[src/ascr_pkg.sv]
// Package for the serial configuration register bank: offsets, field positions,
// reset values, frame layout and timing counts.
// Assumes a 50 MHz system clock and a four-wire serial link sampled on that clock.
`default_nettype none
package ascr_pkg;

  // ==========================================================================
  // Clock and timing
  localparam int CLOCK_PERIOD_PS = 20000;
  localparam int SOFT_RESET_TIME_NS = 750;
  // Longest reset time rounds down to whole cycles
  localparam int SOFT_RESET_CYCLES = (SOFT_RESET_TIME_NS * 1000) / CLOCK_PERIOD_PS;
  localparam logic [5:0] SOFT_RESET_COUNT = 6'(SOFT_RESET_CYCLES);

  // ==========================================================================
  // Register byte addresses
  localparam logic [14:0] ADDR_SERIAL_INTERFACE_CONFIG = 15'h0000;
  localparam logic [14:0] ADDR_DEVICE_OPERATING_STATE = 15'h0002;
  localparam logic [14:0] ADDR_MAKER_ID_LO = 15'h000c;
  localparam logic [14:0] ADDR_MAKER_ID_HI = 15'h000d;
  localparam logic [14:0] ADDR_USER_SERIAL_OPTIONS = 15'h0010;
  localparam logic [14:0] ADDR_SYNC_REFERENCE_CONTROL = 15'h0029;
  localparam logic [14:0] ADDR_EDGE_POS_B0 = 15'h002c;
  localparam logic [14:0] ADDR_EDGE_POS_B1 = 15'h002d;
  localparam logic [14:0] ADDR_EDGE_POS_B2 = 15'h002e;

  // ==========================================================================
  // Reset values
  localparam logic [7:0] RST_SERIAL_INTERFACE_CONFIG = 8'h30;
  localparam logic [7:0] RST_DEVICE_OPERATING_STATE = 8'h00;
  localparam logic [7:0] RST_USER_SERIAL_OPTIONS = 8'h00;
  localparam logic [7:0] RST_SYNC_REFERENCE_CONTROL = 8'h80;
  // Arbitrary neutral maker code
  localparam logic [15:0] MAKER_CODE_DEFAULT = 16'h5a5a;

  // ==========================================================================
  // Field positions
  localparam int BIT_SOFT_RESET = 7;
  localparam int BIT_ADDR_ASCEND = 5;
  localparam int BIT_SEPARATE_OUTPUT_LINE = 4;
  localparam int BIT_ADDR_FREEZE = 0;
  localparam int BIT_PROC_ON = 6;
  localparam int BIT_RECV_ON = 5;
  localparam int BIT_FINE_SCALE = 4;
  localparam int DELAY_CHOICE_MSB = 3;
  localparam int STATE_FIELD_MSB = 1;
  localparam logic [1:0] STATE_POWER_DOWN = 2'h3;

  // ==========================================================================
  // Frame layout: 16-bit instruction (read flag, 15-bit address), then bytes
  localparam logic [3:0] INSTR_LAST_BIT = 4'hf;
  localparam logic [2:0] BYTE_LAST_BIT = 3'h7;
  localparam int INSTR_READ_BIT = 15;

  typedef enum logic [2:0] {
    ASCR_PH_IDLE = 3'b001,
    ASCR_PH_INSTR = 3'b010,
    ASCR_PH_DATA = 3'b100
  } ascr_phase_t;

endpackage : ascr_pkg
`default_nettype wire

[src/ascr_pin_sync.sv]
// Three-stage pin synchroniser with agreement filter.
// Assumes asynchronous inputs; output changes only when stages two and three agree.
`timescale 1ns/1ps
`default_nettype none
module ascr_pin_sync #(
  parameter int WIDTH = 4,
  parameter logic [WIDTH-1:0] IDLE = '0
) (
  input wire logic clock,
  input wire logic resetn,
  input wire logic [WIDTH-1:0] pins,
  output logic [WIDTH-1:0] level
);

  logic [WIDTH-1:0] stage1;
  logic [WIDTH-1:0] stage2;
  logic [WIDTH-1:0] stage3;
  wire [WIDTH-1:0] disagree = stage2 ^ stage3;
  wire [WIDTH-1:0] next_level = (stage3 & ~disagree) | (level & disagree);

  always_ff @(posedge clock) begin
    if (!resetn) begin
      stage1 <= IDLE;
      stage2 <= IDLE;
      stage3 <= IDLE;
      level <= IDLE;
    end else begin
      stage1 <= pins;
      stage2 <= stage1;
      stage3 <= stage2;
      level <= next_level;
    end
  end

endmodule : ascr_pin_sync
`default_nettype wire

[src/ascr_regs.sv]
// First serial configuration register group of the converter, reached over a
// four-wire serial link (mode 0: sample on rising clock, shift out on falling).
// Assumes link pins are asynchronous to clock and the link clock is slower than
// one tenth of the system clock.
`timescale 1ns/1ps
`default_nettype none

module ascr_regs
  import ascr_pkg::*;
#(
  parameter logic [15:0] MAKER_CODE = MAKER_CODE_DEFAULT
) (
  input wire logic clock,
  input wire logic resetn,
  input wire logic spi_sclk,
  input wire logic spi_csn,
  input wire logic spi_sdi,
  output logic spi_sdo,
  input wire logic sync_ref_pin,
  input wire logic [23:0] sync_ref_edge_position,
  output logic chip_soft_reset,
  output logic device_powered_down,
  output logic sync_ref_processor_on,
  output logic sync_ref_receiver_on,
  output logic sync_ref_fine_delay_scale,
  output logic [3:0] sync_ref_delay_choice,
  output logic sync_ref_event
);

  // ==========================================================================
  // Pin synchronisers
  logic [3:0] pin_level;

  ascr_pin_sync #(
    .WIDTH(4),
    .IDLE(4'h2)
  ) u_pin_sync (
    .clock(clock),
    .resetn(resetn),
    .pins({sync_ref_pin, spi_sdi, spi_csn, spi_sclk}),
    .level(pin_level)
  );

  wire sclk_level = pin_level[0];
  wire csn_level = pin_level[1];
  wire sdi_level = pin_level[2];
  wire sync_level = pin_level[3];

  // ==========================================================================
  // Soft reset timer
  logic [5:0] soft_reset_left;
  wire soft_reset_busy = (soft_reset_left != 6'h00);
  wire regs_reset = !resetn || soft_reset_busy;

  // ==========================================================================
  // Register storage and frame state
  logic [7:0] serial_interface_config;
  logic [7:0] device_operating_state;
  logic [7:0] user_serial_options;
  logic [7:0] sync_reference_control;
  ascr_phase_t phase;
  logic [3:0] bit_count;
  logic [14:0] shift_in;
  logic [14:0] address;
  logic is_read;
  logic [7:0] shift_out;
  logic sclk_prev;
  logic sync_prev;

  wire sclk_rise = sclk_level && !sclk_prev;
  wire sclk_fall = !sclk_level && sclk_prev;
  wire frame_on = !csn_level;
  wire [15:0] instr_word = {shift_in, sdi_level};
  wire [7:0] data_byte = {shift_in[6:0], sdi_level};
  wire instr_done = (phase == ASCR_PH_INSTR) && sclk_rise && (bit_count == INSTR_LAST_BIT);
  wire byte_done = (phase == ASCR_PH_DATA) && sclk_rise && (bit_count[2:0] == BYTE_LAST_BIT);
  wire write_strobe = byte_done && !is_read;

  // Address stepping between stream bytes
  wire addr_freeze = user_serial_options[BIT_ADDR_FREEZE];
  wire addr_ascend = serial_interface_config[BIT_ADDR_ASCEND];
  wire [14:0] address_up = address + 15'h0001;
  wire [14:0] address_down = address - 15'h0001;
  wire [14:0] next_address = addr_freeze ? address :
                             (addr_ascend ? address_up : address_down);

  // Byte that the next read shifts out; the soft-reset bit reads as zero
  wire [14:0] read_address = (phase == ASCR_PH_INSTR) ? instr_word[14:0] : next_address;
  wire [7:0] config_view = {1'b0, serial_interface_config[6:5], 1'b1,
                            serial_interface_config[3:0]};
  logic [7:0] read_byte;

  always_comb begin
    case (read_address)
      ADDR_SERIAL_INTERFACE_CONFIG: read_byte = config_view;
      ADDR_DEVICE_OPERATING_STATE: read_byte = device_operating_state;
      ADDR_MAKER_ID_LO: read_byte = MAKER_CODE[7:0];
      ADDR_MAKER_ID_HI: read_byte = MAKER_CODE[15:8];
      ADDR_USER_SERIAL_OPTIONS: read_byte = user_serial_options;
      ADDR_SYNC_REFERENCE_CONTROL: read_byte = sync_reference_control;
      ADDR_EDGE_POS_B0: read_byte = sync_ref_edge_position[7:0];
      ADDR_EDGE_POS_B1: read_byte = sync_ref_edge_position[15:8];
      ADDR_EDGE_POS_B2: read_byte = sync_ref_edge_position[23:16];
      default: read_byte = 8'h00;
    endcase
  end

  // ==========================================================================
  // Write decode
  wire write_config = write_strobe && (address == ADDR_SERIAL_INTERFACE_CONFIG);
  wire write_state = write_strobe && (address == ADDR_DEVICE_OPERATING_STATE);
  wire write_options = write_strobe && (address == ADDR_USER_SERIAL_OPTIONS);
  wire write_sync_ctl = write_strobe && (address == ADDR_SYNC_REFERENCE_CONTROL);
  wire soft_reset_request = write_config && data_byte[BIT_SOFT_RESET];

  // Only a pulse starts the timer; the stored bit never holds a one
  always_ff @(posedge clock) begin
    if (!resetn) begin
      soft_reset_left <= 6'h00;
    end else if (soft_reset_request) begin
      soft_reset_left <= SOFT_RESET_COUNT;
    end else if (soft_reset_busy) begin
      soft_reset_left <= soft_reset_left - 6'h01;
    end
  end

  // Reserved bits are stored as written; the host keeps them at their defaults
  always_ff @(posedge clock) begin
    if (regs_reset) begin
      serial_interface_config <= RST_SERIAL_INTERFACE_CONFIG;
      device_operating_state <= RST_DEVICE_OPERATING_STATE;
      user_serial_options <= RST_USER_SERIAL_OPTIONS;
      sync_reference_control <= RST_SYNC_REFERENCE_CONTROL;
    end else begin
      if (write_config && !data_byte[BIT_SOFT_RESET]) begin
        serial_interface_config <= {1'b0, data_byte[6:5], 1'b1, data_byte[3:0]};
      end
      if (write_state) begin
        device_operating_state <= data_byte;
      end
      if (write_options) begin
        user_serial_options <= data_byte;
      end
      if (write_sync_ctl) begin
        sync_reference_control <= data_byte;
      end
    end
  end

  // ==========================================================================
  // Frame sequencer
  always_ff @(posedge clock) begin
    if (regs_reset || !frame_on) begin
      phase <= ASCR_PH_IDLE;
      bit_count <= 4'h0;
      shift_in <= 15'h0000;
      address <= 15'h0000;
      is_read <= 1'b0;
    end else begin
      case (phase)
        ASCR_PH_IDLE: begin
          phase <= ASCR_PH_INSTR;
        end
        ASCR_PH_INSTR: begin
          if (sclk_rise) begin
            shift_in <= instr_word[14:0];
            bit_count <= bit_count + 4'h1;
            if (instr_done) begin
              phase <= ASCR_PH_DATA;
              address <= instr_word[14:0];
              is_read <= instr_word[INSTR_READ_BIT];
            end
          end
        end
        ASCR_PH_DATA: begin
          if (sclk_rise) begin
            shift_in <= instr_word[14:0];
            bit_count <= {1'b0, bit_count[2:0] + 3'h1};
            if (byte_done) begin
              address <= next_address;
            end
          end
        end
        default: begin
          phase <= ASCR_PH_IDLE;
        end
      endcase
    end
  end

  // Read data always leave on the dedicated output line; a shared line is never used
  always_ff @(posedge clock) begin
    if (regs_reset || !frame_on) begin
      shift_out <= 8'h00;
      spi_sdo <= 1'b0;
    end else if (instr_done || (byte_done && is_read)) begin
      shift_out <= read_byte;
    end else if (sclk_fall && (phase == ASCR_PH_DATA) && is_read) begin
      spi_sdo <= shift_out[7];
      shift_out <= {shift_out[6:0], 1'b0};
    end
  end

  // ==========================================================================
  // Control outputs and sync event gating
  wire sync_rise = sync_level && !sync_prev;
  wire proc_on = sync_reference_control[BIT_PROC_ON];
  wire recv_on = sync_reference_control[BIT_RECV_ON];

  always_ff @(posedge clock) begin
    if (!resetn) begin
      sclk_prev <= 1'b0;
      sync_prev <= 1'b0;
      chip_soft_reset <= 1'b0;
    end else begin
      sclk_prev <= sclk_level;
      sync_prev <= sync_level;
      chip_soft_reset <= soft_reset_busy;
    end
  end

  // Outputs trail the registers by one cycle so every port comes from a flop
  always_ff @(posedge clock) begin
    if (regs_reset) begin
      device_powered_down <= 1'b0;
      sync_ref_processor_on <= 1'b0;
      sync_ref_receiver_on <= 1'b0;
      sync_ref_fine_delay_scale <= 1'b0;
      sync_ref_delay_choice <= 4'h0;
      sync_ref_event <= 1'b0;
    end else begin
      device_powered_down <= (device_operating_state[STATE_FIELD_MSB:0] ==
                              STATE_POWER_DOWN);
      sync_ref_processor_on <= proc_on;
      sync_ref_receiver_on <= recv_on;
      sync_ref_fine_delay_scale <= sync_reference_control[BIT_FINE_SCALE];
      sync_ref_delay_choice <= sync_reference_control[DELAY_CHOICE_MSB:0];
      // Does not rely on the host enabling the receiver first; both are required
      sync_ref_event <= sync_rise && proc_on && recv_on;
    end
  end

endmodule : ascr_regs
`default_nettype wire

[config.mk]
export PLATFORM = sky130hd
export DESIGN_NAME = ascr_regs
export DESIGN_NICKNAME = d
export VERILOG_FILES = /design/src/ascr_pkg.sv /design/src/ascr_pin_sync.sv /design/src/ascr_regs.sv
export SDC_FILE = /design/constraint.sdc
export NUM_CORES = 1
export LEC_CHECK = 0
export BUFFER_PORTS_ARGS = -buffer_cell sky130_fd_sc_hd__buf_2
export CAP_MARGIN = 20
export CORE_UTILIZATION = 55
export DETAILED_ROUTE_END_ITERATION = 16
export GPL_ROUTABILITY_DRIVEN = 0
export GPL_TIMING_DRIVEN = 0
export PLACE_DENSITY_LB_ADDON = 0.05
export SYNTH_ARGS = -nofsm -noshare
export SYNTH_HDL_FRONTEND = slang
export SYNTH_HIERARCHICAL = 1
export SYNTH_SLANG_ARGS = --single-unit
[constraint.sdc]
create_clock -name clock -period 3.1 [get_ports clock]
set_input_delay 0.62 -clock clock [delete_from_list [all_inputs] [get_ports clock]]
set_output_delay 0.62 -clock clock [all_outputs]
set_load 0.05 [all_outputs]
== Word level (Yosys, flattened, before mapping) ==
Cells that the tools add are included.
Storage, ports and cells
  memory bits (writable): 0
  memories kept: 0
  bits in latches: 0
  bits in registers: 111
  logic and storage cells: 122
  bits of input ports: 30
  output and inout port bits: 11
  memory bits (read-only): 0
Operators by class
  add/sub/neg operators: 5
  $lt $le $gt $ge: 0
  multipliers: 0
  shifts and indexed selects: 0
  mux-type cells: 19
  reduce and logical (&&, ||, !) cells: 43
  div/mod/pow operators: 0
  bitwise gates (word level): 8
  eq/ne operators: 21
Operators by type and width (number)
  $mux 15: 7
  $eq 15x6->1 const B: 5
  $pmux 8 s8: 1
  $eq 15x2->1 const B: 2
  $eq 15x4->1 const B: 2
  $eq 15x5->1 const B: 2
  $logic_not 15->1: 2
  $pmux 15 s2: 1
  $logic_and 1x1->1: 19
  $mux 8: 2
  $add 15x1->15 const B: 1
  $sub 15x1->15 const B: 1
  $mux 6: 2
  $pmux 3 s3: 1
  $reduce_and 3->1: 3
  $and 4x4->4: 2
  $mux 4: 2
  $ne 2x2->1 const B: 4
  $pmux 4 s2: 1
  $eq 3x3->1 const B: 2
  $logic_not 1->1: 6
  $mux 3: 2
  $reduce_bool 2->1: 3
  $reduce_bool 6->1: 1
  15 further kinds: 22

== Depth between registers and ports, before layout ==
  depth after elaboration: 8
  gate-level depth with buffers: 12
  depth with buffers taken out: 11

== Modules after synthesis ==
The synthesis kept the hierarchy.
By module, submodules not included
  ascr_regs: cells each 666, area an instance 5476.5 um^2, instances 1
  ascr_pin_sync: cells each 41, area an instance 475.5 um^2, instances 1

== Worst setup path after synthesis ==
Ideal clock, no wire load.
  path type: register to register
  from: register serial_interface_config[5]
  to: register shift_out[7]
  data arrival time: 3251 ps
  stages on the path, launching flop included: 12
  clock period less this slack: 3325 ps
  setup time: 74 ps
  path buffers: 0
  path slack: -225 ps
  required time: 3026 ps
  cells stage by stage: dfxtp_1 > inv_1 > fa_1 > a211oi_2 > nor3b_1 > o311ai_1 > o21ai_1 > nor3_2 > a22o_1 > a22oi_1 > or3_1 > a31oi_1
On the way
  cells in the longest elaborated chain, start to end: 7
  elaborated cells between the ends (all ways): 15
  classes of those cells: eq/ne (8); mux (5); reduce/logical (2)
Ends and longest elaborated chain
  start, declared: RTL line ascr_regs.sv:57  | logic [7:0] serial_interface_config;
  start signal, assigned: RTL line ascr_regs.sv:136  | serial_interface_config <= {1'b0, data_byte[6:5], 1'b1, data_byte[3:0]};
  $mux 15 (*): RTL line ascr_regs.sv:85  | (addr_ascend ? address_up : address_down);
  $mux 15 (*): RTL line ascr_regs.sv:84  | wire [14:0] next_address = addr_freeze ? address :
  $mux 15 (*): RTL line ascr_regs.sv:88  | wire [14:0] read_address = (phase == ASCR_PH_INSTR) ? instr_word[14:0] : next_address;
  $eq 15x4->1: RTL line ascr_regs.sv:94  | case (read_address)
  $reduce_or 2->1 (no line)
  $pmux 8 s8 (*): RTL line ascr_regs.sv:94
  $mux 8 (*): RTL line ascr_regs.sv:196  | end else if (instr_done || (byte_done && is_read)) begin
  end signal, assigned: RTL line ascr_regs.sv:197  | shift_out <= read_byte;
  end signal, assigned: RTL line ascr_regs.sv:200  | shift_out <= {shift_out[6:0], 1'b0};
  end, declared: RTL line ascr_regs.sv:66  | logic [7:0] shift_out;
Mark *: on every way between the ends. The rest lies on a longest branch, timed or not.
A chain may end at the register's enable or synchronous reset.

== Worst setup path in the final report ==
  from: register serial_interface_config[5]
  to: register shift_out[6]
The elaborated chain is that of the path after synthesis.

==> metrics.md <==
| Metric | Value |
|---|---|
| Share of cells above drive strength 1 | 0.213 |
| Worst-skew pair later-pin latency | 0.37 ns |
| Final Hold Fails | 0 |
| Gr usage total | 0.307 |
| Clock power share | 0.373 |
| GR met3 Demand/Resource | 0.0411 |
| Relative max-transition margin | 0.390 |
| Port bufs | 40 |
| Post-route setup TNS | -1.46 ns |
| WL per Instance | 18.6 um |
| Internal Power | 1.85 mW |
| TritonCTS clock tree | built |
| Post-route cell area | 0.00715 mm^2 |
| Grt ovf | 0 |
| Required time worst endpoint | 3.38 ns |
| Starting Density | 0.571 |
| I/O Pins | 41 |
| Layout Skew | 0.0105 ns |
| Max_cap viols | 0 |
| Net count after synthesis | 754 |
| Gate count after technology mapping | 707 |
| Via count | 5,780 |
| Starting DRT DRC Count | 562 |
| Clk buf depth | 2 |
| Static leakage | 2.67 nW |
| Gr busiest metal | met2 |
| Max rail drop VDD | 0.000454 V |
| Max Clk Rate | 0.302 GHz |
| Synth unique cells | 79 |
| Register area share after synthesis | 0.373 |
| Cell Rows | 37 |
| Async set-reset flop share out of synthesis | 0 |
| PwrDens | 330 mW/mm^2 |
| CTS clk-pin slew, worst paths | 0.10 ns |
| Crit share post-route | 1.07 |
| Crit-path max FO | 6 |
| Core area | 0.0104 mm^2 |
| Status | finished with violations |
| Combinational Power Share | 0.019 |
| Post-Synthesis Cell Area | 0.00595 mm^2 |
| Total die area | 0.0112 mm^2 |
| Final setup vio count | 8 |
| Net Switching | 0.504 mW |
| Setup crit end kind | flip-flop |
| Sw Ratio | 0.214 |
| Sink Count | 111 |
| Dominant synthesized flop cell | dfxtp_1 |
| Post-DP Area | 0.00637 mm^2 |
| CTS Hold Bufs | 0 |
| Worst Hold Class | flip-flop to flip-flop |
| Die Span X | 106 um |
| Nets | 836 |
| Met2 GRT Util | 0.495 |
| First-pass GRT wire length | 27,000 um |
| Minimum clock period | 3.31 ns |
| Slew Viols, Final | 0 |
| DRT antenna net count | 0 |
| Synthesized area per cell | 8.42 um^2 |
| Arrival @ worst endpoint | 3.59 ns |
| DRT Pass-1 Iters | 5 |
| Final worst slack | -0.208 ns |
| Kind of critical path | flip-flop to flip-flop |
| Failing checks | negative setup slack |
| Met1 Resource Use GR | 0.431 |
| Vias/cell | 6.22 |
| Ant diodes | 0 |
| Root Buffer | clkbuf_8 |
| CP startpoint kind | flip-flop |
| CTS buffer count | 9 |
| DRC viols | 0 |
| Number of enable flip-flop cells after synthesis | 0 |
| Fillers | 858 |
| Worst-margin pin slew | 0.911 ns |
| Die extent in y | 106 um |
| H-tree depth | 3 |
| Flops & latches, synth | 111 |
| HPWL Detailed | 11,900 um |
| Synth warn | 6 |
| RSZ-0062 raised after global routing | true |
| Largest net degree at the start of global routing | 18 |
| Layout area overhead | 20.2% |
| Final WL | 17,300 um |
| Sequential power share | 0.608 |
| Initial antenna violation count | 0 |
| Vias in the first global route | 5,314 |
[sequential cells by signal, summed over array words and instances, names as in the netlist, 6 cells and up, named ones only]
signal,cells
sync_reference_control,8
soft_reset_left,6
shift_out,8
shift_in,15
address,15
serial_interface_config,6
user_serial_options,8
device_operating_state,8
[critical path, cell delays in order, from the launching register on]
cell        delay (ns)
dfxtp_4           0.38
clkinvlp_4        0.11
buf_6             0.15
fa_2              0.40
a211oi_4          0.33
buf_4             0.18
nor3_1            0.06
or3_4             0.44
o31ai_4           0.12
a2bb2oi_4         0.28
buf_6             0.14
nor3_4            0.04
o21bai_4          0.18
buf_4             0.15
nor2_2            0.05
o21a_1            0.20
[final timing paths]
check | startpoint | end | slack, ns | cells past startpoint
worst max-delay path | serial_interface_config[5] | shift_out[6] | -0.21 | 15
worst min-delay path | u_pin_sync/stage1[1] | u_pin_sync/stage2[1] | 0.43 | 1
worst max register to register | serial_interface_config[5] | shift_out[6] | -0.21 | 15
worst min register to register | u_pin_sync/stage1[1] | u_pin_sync/stage2[1] | 0.43 | 1
[per-stage QoR]
stage                     total power, mW  setup slack [ns]   util  hold slack, ns  cells
after floorplan                      1.48           -0.0714      -           0.386    707
after global placement               1.51            -0.852  0.611           0.393    883
after detailed placement             1.51            -0.876  0.611           0.408    883
after CTS                            2.37           -0.0719  0.669           0.412    920
after global routing                 2.44            -0.330  0.687           0.426    930
final                                2.36            -0.208  0.687           0.428    930
[power by group through the flow]
| stage | registers, mW | clock network, mW | logic, mW |
|---|---|---|---|
| finish | 1.43 | 0.880 | 0.0446 |
| floorplan | 1.47 | 0 | 0.0187 |
| global placement | 1.47 | 0 | 0.0429 |
| CTS | 1.43 | 0.890 | 0.0450 |
| global route | 1.43 | 0.952 | 0.0494 |
| detailed placement | 1.47 | 0 | 0.0447 |
[cell usage in the layout, fill, tap and decap left out, types with 12 or more instances in the layout]
cell        n
dfxtp_1   109
nand2_1    84
nor2_1     71
a21oi_1    52
buf_2      45
mux2i_1    42
buf_4      30
clkbuf_1   27
o21ai_0    27
and3_1     15
nor3_1     14
nand3_1    12
[cell families after synthesis]
| family | share of synthesized area |
|---|---|
| simple gates | 0.226 |
| compound gates | 0.218 |
| flops | 0.373 |
| buf+inv | 0.0376 |
| mux | 0.0841 |
| fa+ha+maj | 0.0370 |
| xor+xnor | 0.0235 |
[final cells by class]
class	instances	area, um^2	share of cell area
flip-flops and latches	111	2230	0.311
inverters	10	41.3	0.00577
plain buffers	38	169	0.0236
clock inverters	4	52.6	0.00735
clock buffers	12	145	0.0203
multi-input cells	545	3870	0.542
well taps	136	170	0.0238
repair buffers	74	474	0.0663
[synth_stat cells (all sizes together) (7+ instances only)]
master	n	area [um^2]
inv	10	37.5
and2	15	100
nand3	13	65.1
nor3	18	106
buf	13	81.3
and3	19	129
nor2	74	278
or3	7	43.8
o21ai	36	180
o211ai	9	67.6
ha	16	200
xnor2	11	96.3
a21oi	57	285
o21a	9	67.6
a211oi	9	77.6
dfxtp	111	2220
mux2i	44	440
a31oi	9	56.3
nand2	84	315
clkbuf	28	105
[per-layer routing]
layer,wire (um),share of wire
met5,0,0
met4,367,0.021
met3,1300,0.075
met2,7810,0.45
met1,7800,0.45
[timing repair]
| action | CTS | global route |
|---|---|---|
| setup buffers | 23 | 11 |
| pin swaps | 25 | 18 |
| setup endpoints to repair | 9 | 8 |
| resized for setup | 48 | 25 |
No activity file was read; power rests on OpenSTA's default activity.
